<file path="config.mk">
export PLATFORM = sky130hd
export DESIGN_NAME = ecc_f2m_routines
export DESIGN_NICKNAME = d
export VERILOG_FILES = /design/src/core/operand_ram.v /design/src/core/gf2_mont_mult.v /design/src/core/ecc_f2m_routines.v
export VERILOG_INCLUDE_DIRS = /design/src /design/src/core
export SDC_FILE = /design/constraint.sdc
export NUM_CORES = 2
export LEC_CHECK = 0
export BUFFER_PORTS_ARGS = -buffer_cell sky130_fd_sc_hd__buf_2
export CAP_MARGIN = 5
export CORE_AREA = 2 2 405 407
export CTS_BUF_LIST = sky130_fd_sc_hd__clkbuf_4
export DETAILED_ROUTE_END_ITERATION = 7
export DIE_AREA = 0 0 407 409
export PLACE_DENSITY = 0.57
export SLEW_MARGIN = 20
export SYNTH_ARGS = -nofsm -noshare
export SYNTH_HDL_FRONTEND = slang
export SYNTH_HIERARCHICAL = 1
export SYNTH_SLANG_ARGS = --single-unit
</file>
<file path="constraint.sdc">
create_clock -name mclk -period 17.9 [get_ports mclk]
set_clock_uncertainty 0.05 [all_clocks]
set_input_delay 4.475 -clock mclk [delete_from_list [all_inputs] [get_ports mclk]]
set_output_delay 4.475 -clock mclk [all_outputs]
set_load 0.05 [all_outputs]
</file>
<file path="src/core/ecc_routine_regs.vh">
// Constants of the binary-field routine sequencer.
// Assumes the including file sits under `timescale 1ns/1ps.
// Operation
// - Doubling leaves result X,Y,Z in B1-B3; A3 and B0 unchanged.
// - Doubling never writes A0, A1 or A2.
// - Other operand blocks hold no guaranteed value after a routine.
// - Field add starts at entry 0x008 and adds selected A and B mod N.
// - Binary-field sum is bitwise XOR; it doubles as subtraction.
// - Add result goes into the selected B block.
// - Add applies no Montgomery conversion; same result either form.
// - Montgomery multiply starts at entry 0x00A, shared with prime field.
// - Multiply computes A*B*R^-1 mod N with R = 2^(16*digits).
// - Multiply keeps A, writes product into the selected B block.
// - Multiply also accepts operands outside Montgomery form.
`ifndef ECC_ROUTINE_REGS_VH
`define ECC_ROUTINE_REGS_VH
`define ENTRY_W 12
`define ENTRY_DOUBLE 12'h006
`define ENTRY_ADD 12'h008
`define ENTRY_MUL 12'h00A
`define DIGIT_W 16
`define NUM_DIGITS 4
`define OPND_W 64
`define OPND_TOP 63
`define MSIZE_W 2
`define BLK_A0 4'h0
`define BLK_A3 4'h3
`define BLK_B0 4'h4
`define BLK_B1 4'h5
`define BLK_B2 4'h6
`define BLK_B3 4'h7
`define BLK_N0 4'h8
`define BLK_T0 4'hC
`define BLK_T1 4'hD
`define BLK_T2 4'hE
`define BLK_T3 4'hF
`define ERR_NONE 2'h0
`define ERR_ENTRY 2'h1
`endif

</file>
<file path="src/core/operand_ram.v">
// Operand memory: sixteen 64-bit blocks, A0-3, B0-3, N0-3, scratch.
// Assumes one clock; read data is registered, one cycle after the address.
`timescale 1ns/1ps
`default_nettype none
`include "ecc_routine_regs.vh"
module operand_ram (
	input wire mclk,
	input wire we,
	input wire [3:0] waddr,
	input wire [`OPND_TOP:0] wdata,
	input wire [3:0] raddr,
	output reg [`OPND_TOP:0] rdata
);
	reg [`OPND_TOP:0] mem [0:15];

	// No reset: contents are the host's business
	always @(posedge mclk) begin
		if (we) begin
			mem[waddr] <= wdata;
		end
		rdata <= mem[raddr];
	end
endmodule
`default_nettype wire

</file>
<file path="src/core/gf2_mont_mult.v">
// Bit-serial binary-field Montgomery multiplier, A*B*x^-W mod N.
// Assumes N has its constant term set (irreducible polynomial).
`timescale 1ns/1ps
`default_nettype none
`include "ecc_routine_regs.vh"
module gf2_mont_mult (
	input wire mclk,
	input wire rst,
	input wire start,
	input wire [`OPND_TOP:0] opa,
	input wire [`OPND_TOP:0] opb,
	input wire [`OPND_TOP:0] modn,
	input wire [`MSIZE_W-1:0] msize,
	output reg done_ff,
	output reg [`OPND_TOP:0] prod_ff
);
	reg [`OPND_TOP:0] a_ff;
	reg [`OPND_TOP:0] b_ff;
	reg [`OPND_TOP:0] n_ff;
	reg [6:0] cnt_ff;
	reg busy_ff;
	reg [`OPND_TOP:0] t;
	reg [6:0] nbits;

	// R = 2^(16*digits); digits = msize+1 in this narrow datapath
	always @* begin
		nbits = {msize, 4'h0} + 7'h10;
		t = prod_ff ^ (a_ff[0] ? b_ff : {`OPND_W{1'b0}});
		// Odd term cancelled by N, then one division by x
		if (t[0]) begin
			t = t ^ n_ff;
		end
		t = {1'b0, t[`OPND_TOP:1]};
	end

	always @(posedge mclk or posedge rst) begin
		if (rst) begin
			a_ff <= {`OPND_W{1'b0}};
			b_ff <= {`OPND_W{1'b0}};
			n_ff <= {`OPND_W{1'b0}};
			prod_ff <= {`OPND_W{1'b0}};
			cnt_ff <= 7'h00;
			busy_ff <= 1'b0;
			done_ff <= 1'b0;
		end else begin
			done_ff <= 1'b0;
			if (start) begin
				a_ff <= opa;
				b_ff <= opb;
				n_ff <= modn;
				prod_ff <= {`OPND_W{1'b0}};
				cnt_ff <= nbits;
				busy_ff <= 1'b1;
			end else if (busy_ff) begin
				prod_ff <= t;
				a_ff <= {1'b0, a_ff[`OPND_TOP:1]};
				cnt_ff <= cnt_ff - 7'h01;
				if (cnt_ff == 7'h01) begin
					busy_ff <= 1'b0;
					done_ff <= 1'b1;
				end
			end
		end
	end
endmodule
`default_nettype wire

</file>
<file path="src/core/ecc_f2m_routines.v">
// Routine sequencer: point double, field add, Montgomery multiply.
// Assumes host loads operands through the load port while idle.
`timescale 1ns/1ps
`default_nettype none
`include "ecc_routine_regs.vh"
module ecc_f2m_routines (
	input wire mclk,
	input wire rst,
	input wire start,
	input wire [`ENTRY_W-1:0] entry_addr,
	input wire [1:0] a_sel,
	input wire [1:0] b_sel,
	input wire [1:0] n_sel,
	input wire [`MSIZE_W-1:0] msize,
	input wire coordinate_scheme_select,
	input wire host_we,
	input wire [3:0] host_addr,
	input wire [`OPND_TOP:0] host_wdata,
	output reg [`OPND_TOP:0] host_rdata_ff,
	output reg busy_ff,
	output reg done_ff,
	output reg [1:0] error_ff
);
	localparam S_IDLE = 6'b000001;
	localparam S_RD = 6'b000010;
	localparam S_LAT = 6'b000100;
	localparam S_EXEC = 6'b001000;
	localparam S_WAIT = 6'b010000;
	localparam S_WR = 6'b100000;
	localparam NSTEP = 5'd13;

	reg [5:0] state_ff;
	reg [4:0] step_ff;
	reg [2:0] rph_ff;
	reg [`ENTRY_W-1:0] entry_ff;
	reg [`OPND_TOP:0] ra_ff;
	reg [`OPND_TOP:0] rb_ff;
	reg [`OPND_TOP:0] rn_ff;
	reg mul_go_ff;
	reg scheme_ff;
	reg [3:0] src_a;
	reg [3:0] src_b;
	reg [3:0] dst;
	reg is_mul;
	reg [3:0] raddr;
	reg we;
	reg [3:0] waddr;
	reg [`OPND_TOP:0] wdata;
	wire [`OPND_TOP:0] rdata;
	wire mul_done;
	wire [`OPND_TOP:0] mul_prod;

	////////////////////////////////////////////////////////////////////
	// Doubling program: only B1-B3 and scratch are destinations
	// Lopez-Dahab style: Z3=X^2 Z^2, X3=X^4+c'Z^4, Y3 from a',c'
	always @* begin
		src_a = `BLK_B1;
		src_b = `BLK_B1;
		dst = `BLK_T0;
		is_mul = 1'b1;
		case (step_ff)
			5'd0: begin
				src_a = `BLK_B1; src_b = `BLK_B1; dst = `BLK_T0; // X^2
			end
			5'd1: begin
				src_a = `BLK_B3; src_b = `BLK_B3; dst = `BLK_T1; // Z^2
			end
			5'd2: begin
				src_a = `BLK_T0; src_b = `BLK_T1; dst = `BLK_B3; // Z3
			end
			5'd3: begin
				src_a = `BLK_T1; src_b = `BLK_T1; dst = `BLK_T1; // Z^4
			end
			5'd4: begin
				src_a = `BLK_T0; src_b = `BLK_T0; dst = `BLK_T2; // X^4
			end
			5'd5: begin
				src_a = `BLK_B0; src_b = `BLK_T1; dst = `BLK_T1; // c'Z^4
			end
			5'd6: begin
				src_a = `BLK_T2; src_b = `BLK_T1; dst = `BLK_B1;
				is_mul = 1'b0; // X3 = X^4 + c'Z^4
			end
			5'd7: begin
				src_a = `BLK_B2; src_b = `BLK_B2; dst = `BLK_T0; // Y^2
			end
			5'd8: begin
				src_a = `BLK_A3; src_b = `BLK_B3; dst = `BLK_T2; // a'Z3
			end
			5'd9: begin
				src_a = `BLK_T0; src_b = `BLK_T2; dst = `BLK_T0;
				is_mul = 1'b0;
			end
			5'd10: begin
				src_a = `BLK_T0; src_b = `BLK_T1; dst = `BLK_T0;
				is_mul = 1'b0;
			end
			5'd11: begin
				src_a = `BLK_T0; src_b = `BLK_B1; dst = `BLK_T0;
			end
			5'd12: begin
				src_a = `BLK_T1; src_b = `BLK_B3; dst = `BLK_T3;
			end
			default: begin
				src_a = `BLK_T3; src_b = `BLK_T0; dst = `BLK_B2;
				is_mul = 1'b0; // Y3
			end
		endcase
		if (entry_ff != `ENTRY_DOUBLE) begin
			src_a = {2'b00, a_sel};
			src_b = {2'b01, b_sel};
			dst = {2'b01, b_sel};
			is_mul = (entry_ff == `ENTRY_MUL);
		end
	end

	////////////////////////////////////////////////////////////////////
	// Memory port sharing: host owns it while idle
	always @* begin
		raddr = host_addr;
		if (state_ff == S_RD) begin
			case (rph_ff)
				3'd0: raddr = src_a;
				3'd1: raddr = src_b;
				default: raddr = (entry_ff == `ENTRY_DOUBLE) ?
					`BLK_N0 : {2'b10, n_sel};
			endcase
		end
		we = (state_ff == S_IDLE) & host_we;
		waddr = host_addr;
		wdata = host_wdata;
		if (state_ff == S_WR) begin
			we = 1'b1;
			waddr = dst;
			// XOR: no carry, no reduction, form independent
			wdata = is_mul ? mul_prod : (ra_ff ^ rb_ff);
		end
	end

	operand_ram u_ram (
		.mclk(mclk),
		.we(we),
		.waddr(waddr),
		.wdata(wdata),
		.raddr(raddr),
		.rdata(rdata)
	);

	gf2_mont_mult u_mul (
		.mclk(mclk),
		.rst(rst),
		.start(mul_go_ff),
		.opa(ra_ff),
		.opb(rb_ff),
		.modn(rn_ff),
		.msize(msize),
		.done_ff(mul_done),
		.prod_ff(mul_prod)
	);

	////////////////////////////////////////////////////////////////////
	always @(posedge mclk or posedge rst) begin
		if (rst) begin
			state_ff <= S_IDLE;
			step_ff <= 5'd0;
			rph_ff <= 3'd0;
			entry_ff <= {`ENTRY_W{1'b0}};
			ra_ff <= {`OPND_W{1'b0}};
			rb_ff <= {`OPND_W{1'b0}};
			rn_ff <= {`OPND_W{1'b0}};
			mul_go_ff <= 1'b0;
			scheme_ff <= 1'b0;
			busy_ff <= 1'b0;
			done_ff <= 1'b0;
			error_ff <= `ERR_NONE;
			host_rdata_ff <= {`OPND_W{1'b0}};
		end else begin
			mul_go_ff <= 1'b0;
			done_ff <= 1'b0;
			host_rdata_ff <= rdata;
			case (state_ff)
				S_IDLE: begin
					if (start) begin
						entry_ff <= entry_addr;
						scheme_ff <= coordinate_scheme_select;
						step_ff <= 5'd0;
						if (entry_addr == `ENTRY_DOUBLE ||
							entry_addr == `ENTRY_ADD ||
							entry_addr == `ENTRY_MUL) begin
							state_ff <= S_RD;
							rph_ff <= 3'd0;
							busy_ff <= 1'b1;
							error_ff <= `ERR_NONE;
						end else begin
							error_ff <= `ERR_ENTRY;
							done_ff <= 1'b1;
						end
					end
				end
				S_RD: begin
					// Registered read: data lands a cycle late
					rph_ff <= rph_ff + 3'd1;
					if (rph_ff == 3'd1) ra_ff <= rdata;
					if (rph_ff == 3'd2) rb_ff <= rdata;
					if (rph_ff == 3'd2) state_ff <= S_LAT;
				end
				S_LAT: begin
					rn_ff <= rdata;
					state_ff <= S_EXEC;
				end
				S_EXEC: begin
					if (is_mul) begin
						mul_go_ff <= 1'b1;
						state_ff <= S_WAIT;
					end else begin
						state_ff <= S_WR;
					end
				end
				S_WAIT: begin
					if (mul_done) state_ff <= S_WR;
				end
				S_WR: begin
					if (entry_ff == `ENTRY_DOUBLE && step_ff != NSTEP) begin
						step_ff <= step_ff + 5'd1;
						rph_ff <= 3'd0;
						state_ff <= S_RD;
					end else begin
						state_ff <= S_IDLE;
						busy_ff <= 1'b0;
						done_ff <= 1'b1;
					end
				end
				default: begin
					state_ff <= S_IDLE;
					busy_ff <= 1'b0;
				end
			endcase
		end
	end
endmodule
`default_nettype wire

</file>
Word level (Yosys, flattened, before mapping)

Memory sizes are Yosys's and may differ from the RTL's. A register that Yosys moved wholly into a read port is not among the register bits.
Index checks and enable logic that the tools add are counted.

Memories: 1
Memory bits (writable): 1,024
Register bits: 552

Memories:

| name      | words | width | read ports | clocked after memory_dff | write ports | line             | RTL |
|---|---|---|---|---|---|---|---|
| u_ram.mem | 16    | 64    | 1          | 1                        | 1           | operand_ram.v:14 | `` reg [`OPND_TOP:0] mem [0:15]; `` |

Bitwise operators: 5
Reductions and logical operators: 25
Equal/unequal tests: 34
Mux-type cells: 56
Add/sub/neg operators: 4

Operator list:

| cell                                                                     | number |
|---|---|
| 64-bit 2-to-1 mux                                                        | 8 |
| 64-bit XOR                                                               | 3 |
| 12-bit by 4-bit equality test with 1-bit output, second input constant   | 3 |
| 6-bit case mux with 6 select lines                                       | 1 |
| 4-bit case mux with 8 select lines                                       | 1 |
| 6-bit 2-to-1 mux                                                         | 5 |
| 5-bit by 4-bit equality test with 1-bit output, second input constant    | 5 |
| 12-bit by 3-bit equality test with 1-bit output, second input constant   | 2 |
| 4-bit case mux with 6 select lines                                       | 1 |
| 5-bit by 3-bit equality test with 1-bit output, second input constant    | 4 |
| 1-bit 2-to-1 mux                                                         | 20 |
| 4-bit 2-to-1 mux                                                         | 5 |
| 4-bit case mux with 5 select lines                                       | 1 |
| 5-bit OR reduction                                                       | 3 |
| 7-bit 2-to-1 mux                                                         | 2 |
| 12-bit by 3-bit inequality test with 1-bit output, second input constant | 1 |
| 4-bit AND reduction                                                      | 3 |
| 5-bit by 2-bit equality test with 1-bit output, second input constant    | 2 |
| 5-bit 2-to-1 mux                                                         | 2 |
| 5-bit case mux with 2 select lines                                       | 1 |
| 10-bit OR reduction                                                      | 1 |
| 3-bit 2-to-1 mux                                                         | 3 |
| 3-bit case mux with 3 select lines                                       | 1 |
| 2-bit by 1-bit inequality test with 1-bit output, second input constant  | 4 |
| 33 further kinds                                                         | 42 |

Depth between registers and ports, before layout

Depth after elaboration: 6
Depth in mapped cells: 15
Gate-level depth less buffers: 11

Modules after synthesis

The synthesis kept the hierarchy.

By module, submodules not included:

| module           | area each (µm²) | cells each | times used | seq. area each (µm²) |
|---|---|---|---|---|
| operand_ram      | 39,583.0        | 1,647      | 1          | 32,030.7 |
| gf2_mont_mult    | 15,348.5        | 1,563      | 1          | 6,581.3 |
| ecc_f2m_routines | 12,813.5        | 1,293      | 1          | 7,158.1 |

Worst setup path after synthesis

Ideal clock, no wire load.

Path type: input -> register
Start: input port host_addr[2]
End: memory u_ram/mem[0][0] (netlist bit) (enable)
Setup time: 0.565 ns
Data required time: 17.285 ns
Arrival: 9.510 ns
Slack: 7.776 ns
Cell stages on the path: 3
Cells stage by stage: nand2b_1 or3b_2 nor3_1

Cells in the longest elaborated chain, start to end: 1

Ends and longest elaborated chain:

| what             | line                   | RTL |
|---|---|---|
| start, declared  | ecc_f2m_routines.v:17  | `input wire [3:0] host_addr,` |
| 4-bit 2-to-1 mux | ecc_f2m_routines.v:132 | `if (state_ff == S_WR) begin` |
| end, declared    | operand_ram.v:14       |  |

No other way between the ends.

Final worst setup path

Start: input port a_sel[0]
End: register u_ram.rdata[25] (read register of u_ram.mem)

Cells in the longest elaborated chain, start to end: 3

Ends and longest elaborated chain:

| what                               | line                   | RTL |
|---|---|---|
| start, declared                    | ecc_f2m_routines.v:11  | `input wire [1:0] a_sel,` |
| 4-bit 2-to-1 mux                   | ecc_f2m_routines.v:109 | `` if (entry_ff != `ENTRY_DOUBLE) begin `` |
| 4-bit case mux with 2 select lines | ecc_f2m_routines.v:122 | `case (rph_ff)` |
| 4-bit 2-to-1 mux                   | ecc_f2m_routines.v:121 | `if (state_ff == S_RD) begin` |
| via raddr[0]                       | ecc_f2m_routines.v:45  | `reg [3:0] raddr;` |
| end, declared                      | operand_ram.v:12       | `` output reg [`OPND_TOP:0] rdata `` |

The timed path passes the listed nets, and every way through them passes these cells.
A chain may end at the register's enable or synchronous reset.

==> impl_metrics.json <==
{
  "fin_cells": 7426,
  "die_w_microns": 407,
  "place.gp.congestion": 0.795,
  "place_inst": 6647,
  "timing.rr.start": "entry_ff[5]",
  "clockRootBuffer": "clkbuf_4",
  "critPathLaunch": "a_sel[0]",
  "gr-usage-all-layers": 0.216,
  "htreeDepth": 5,
  "cp.arrival_ns": 8.36,
  "cts_tree": "built",
  "ioPinCount": 161,
  "irDropWorstVdd_mv": 0.0761,
  "critPathTopFamily": "buffers and inverters",
  "max_clock_freq_ghz": 0.138,
  "reg2regPathDepth": 10,
  "drc": 0,
  "share_comb_of_total_power": 0.164,
  "drt-vias-per-instance": 5.51,
  "grt_pass1_vias": 41617,
  "core_sq_mm": 0.162,
  "final-setup-viol-count": 0,
  "cts_resized": 0,
  "rrSetupSlack_ns": 12.40,
  "crit_buf_inv": 3,
  "place_area_sq_mm": 0.0708,
  "path_cells": "buf_2, nor2_1, o311ai_1, o221a_4, buf_12, buf_4, mux4_2, a22oi_1, nand2_1",
  "drive_gt1_frac": 0.286,
  "worstSetupPathDepth": 9,
  "port-buffer-count": 158,
  "antenna_found_initial": 10,
  "synthToLayoutAreaGrowth_pct": 12.9,
  "synth_cells": 4499,
  "first_pass_iters": 7,
  "swShare": 0.297,
  "power.share.sequential": 0.492,
  "report.final.slew_viol_count": 0,
  "cts_setup_buffers": 0,
  "critPathCaptureType": "flip-flop",
  "die_area_sq_mm": 0.166,
  "final_hold_viol_count": 0,
  "p_int_mw": 6.66,
  "drt_wl_total_mm": 179,
  "vias": 40930,
  "min_path_type": "reg -> reg",
  "clockBufferDepth": 4,
  "cp-endpoint": "u_ram/rdata[25]",
  "grt_first_pass_wirelength_mm": 267,
  "wl_per_cell_microns": 24.1,
  "fin_nets": 5006,
  "synth_area_sq_mm": 0.0677,
  "tightest_slew_ns": 1.10,
  "slowest_delay_ns": 0.90,
  "reg2reg_to": "u_ram/rdata[25]",
  "final_util": 0.472,
  "drtIter0Drc": 3735,
  "syn_area_per_cell_sq_um": 15.0,
  "syn-num-nets": 4603,
  "fin_crit_sh": 0.404,
  "max_slew_margin": 0.263,
  "clk_latency_ns": 1.39,
  "num_rows": 148,
  "leakagePower_nw": 30.8,
  "grt_max_degree": 135,
  "die_y_microns": 409,
  "grt_remaining_overflow": 0,
  "dp_hpwl_mm": 98.0,
  "p_per_area_mw_per_mm2": 124,
  "cap_violations": 0,
  "startpoint_type": "input port",
  "path_max_fanout": 101,
  "yosysWarnings": 6,
  "ant_nets": 0,
  "cp_slowest_cell": "buf_4",
  "final_area_sq_mm": 0.0764,
  "cts_hold_buf": 0,
  "worstPathRequired_ns": 19.03,
  "cts.sinks": 1636,
  "p_switching_mw": 2.81,
  "period_minus_slack_ns": 7.23,
  "crit_type": "in -> reg",
  "finalSetupTns_ns": 0,
  "pwr-share-clk": 0.344,
  "cts_buffers": 428,
  "initial_core_util": 0.418,
  "path_clk_slew_ns": 0.06,
  "outcome": "complete, no violations",
  "rsz0062_at_grt": "false"
}
[sequential cells by signal, indices dropped and copies added (netlist names), 3 cells and up]
signal / count
rn_ff: 63
rb_ff: 64
u_mul/n_ff: 63
u_ram/mem: 1024
u_mul/b_ff: 64
u_ram/rdata: 64
ra_ff: 64
host_rdata_ff: 64
u_mul/prod_ff: 63
state_ff: 6
step_ff: 5
entry_ff: 12
u_mul/a_ff: 64
rph_ff: 3
u_mul/cnt_ff: 7
[per-layer routing]
metal | vias up | wire length [microns] | global-route usage
li1 | 18172 | - | -
met1 | 21165 | 81000 | 0.310
met2 | 1342 | 83900 | 0.336
met3 | 251 | 10600 | 0.0426
met4 | 0 | 3300 | 0.0615
met5 | - | 0 | 0
[worst min-delay path by stage]
stage,from,end,slack (ns),depth (start not counted)
5_1_grt,u_ram/rdata[17],host_rdata_ff[17],0.34,0
2_1_floorplan,u_ram/rdata[0],host_rdata_ff[0],0.29,0
6_report,u_ram/rdata[15],host_rdata_ff[15],0.33,0
3_5_place_dp,u_ram/rdata[0],host_rdata_ff[0],0.33,0
4_1_cts,u_ram/rdata[15],host_rdata_ff[15],0.33,0
3_3_place_gp,u_ram/rdata[0],host_rdata_ff[0],0.33,0
[stage by stage]
step / hold slack, ns / setup WS [ns] / power, mW
after floorplan: 0.293 / 5.51 / 5.73
after global placement: 0.332 / 9.18 / 6.29
after detailed placement: 0.331 / 9.19 / 6.31
after CTS: 0.331 / 10.68 / 9.60
after global routing: 0.345 / 10.32 / 9.94
final: 0.331 / 10.67 / 9.47
[power groups by stage]
stage	logic [mW]	registers, mW	clock network, mW
CTS	1.57	4.67	3.36
global placement	1.55	4.74	0
global route	1.67	4.70	3.57
floorplan	0.890	4.84	0
finish	1.55	4.66	3.26
detailed placement	1.57	4.74	0
[final cells by class]
| class | instances | area, sq um |
|---|---|---|
| clock inverter | 99 | 467 |
| timing repair buffer | 273 | 1690 |
| clock buffer | 675 | 5070 |
| inverter | 17 | 83.8 |
| sequential | 1636 | 45800 |
| multi-input combinational | 2546 | 20600 |
| antenna | 5 | 12.5 |
| fill | 14185 | 85600 |
| tap | 2175 | 2720 |
[placed cells by master (no fill, tap or decap), types with 15 or more instances in the layout]
cell type and count:
a311o_1 62, o22ai_1 16, o211ai_1 46, and2_1 94, nor2_1 91, xor2_1 67, and3_1 142, a21boi_0 15
clkbuf_4 675, buf_2 158, dfrtp_1 542, clkinv_1 84, dfxtp_1 64, a22oi_1 128, nand2b_1 27, nor3b_1 34
mux2i_1 132, nand2_1 714, nand3_1 23, o21a_1 17, nor3_1 24, a21oi_1 19, edfxtp_1 1024, o211a_1 15
mux2_2 191, o21ai_0 216, a32oi_1 47, mux4_2 256, buf_4 112
Power figures use the tool's default switching activity.
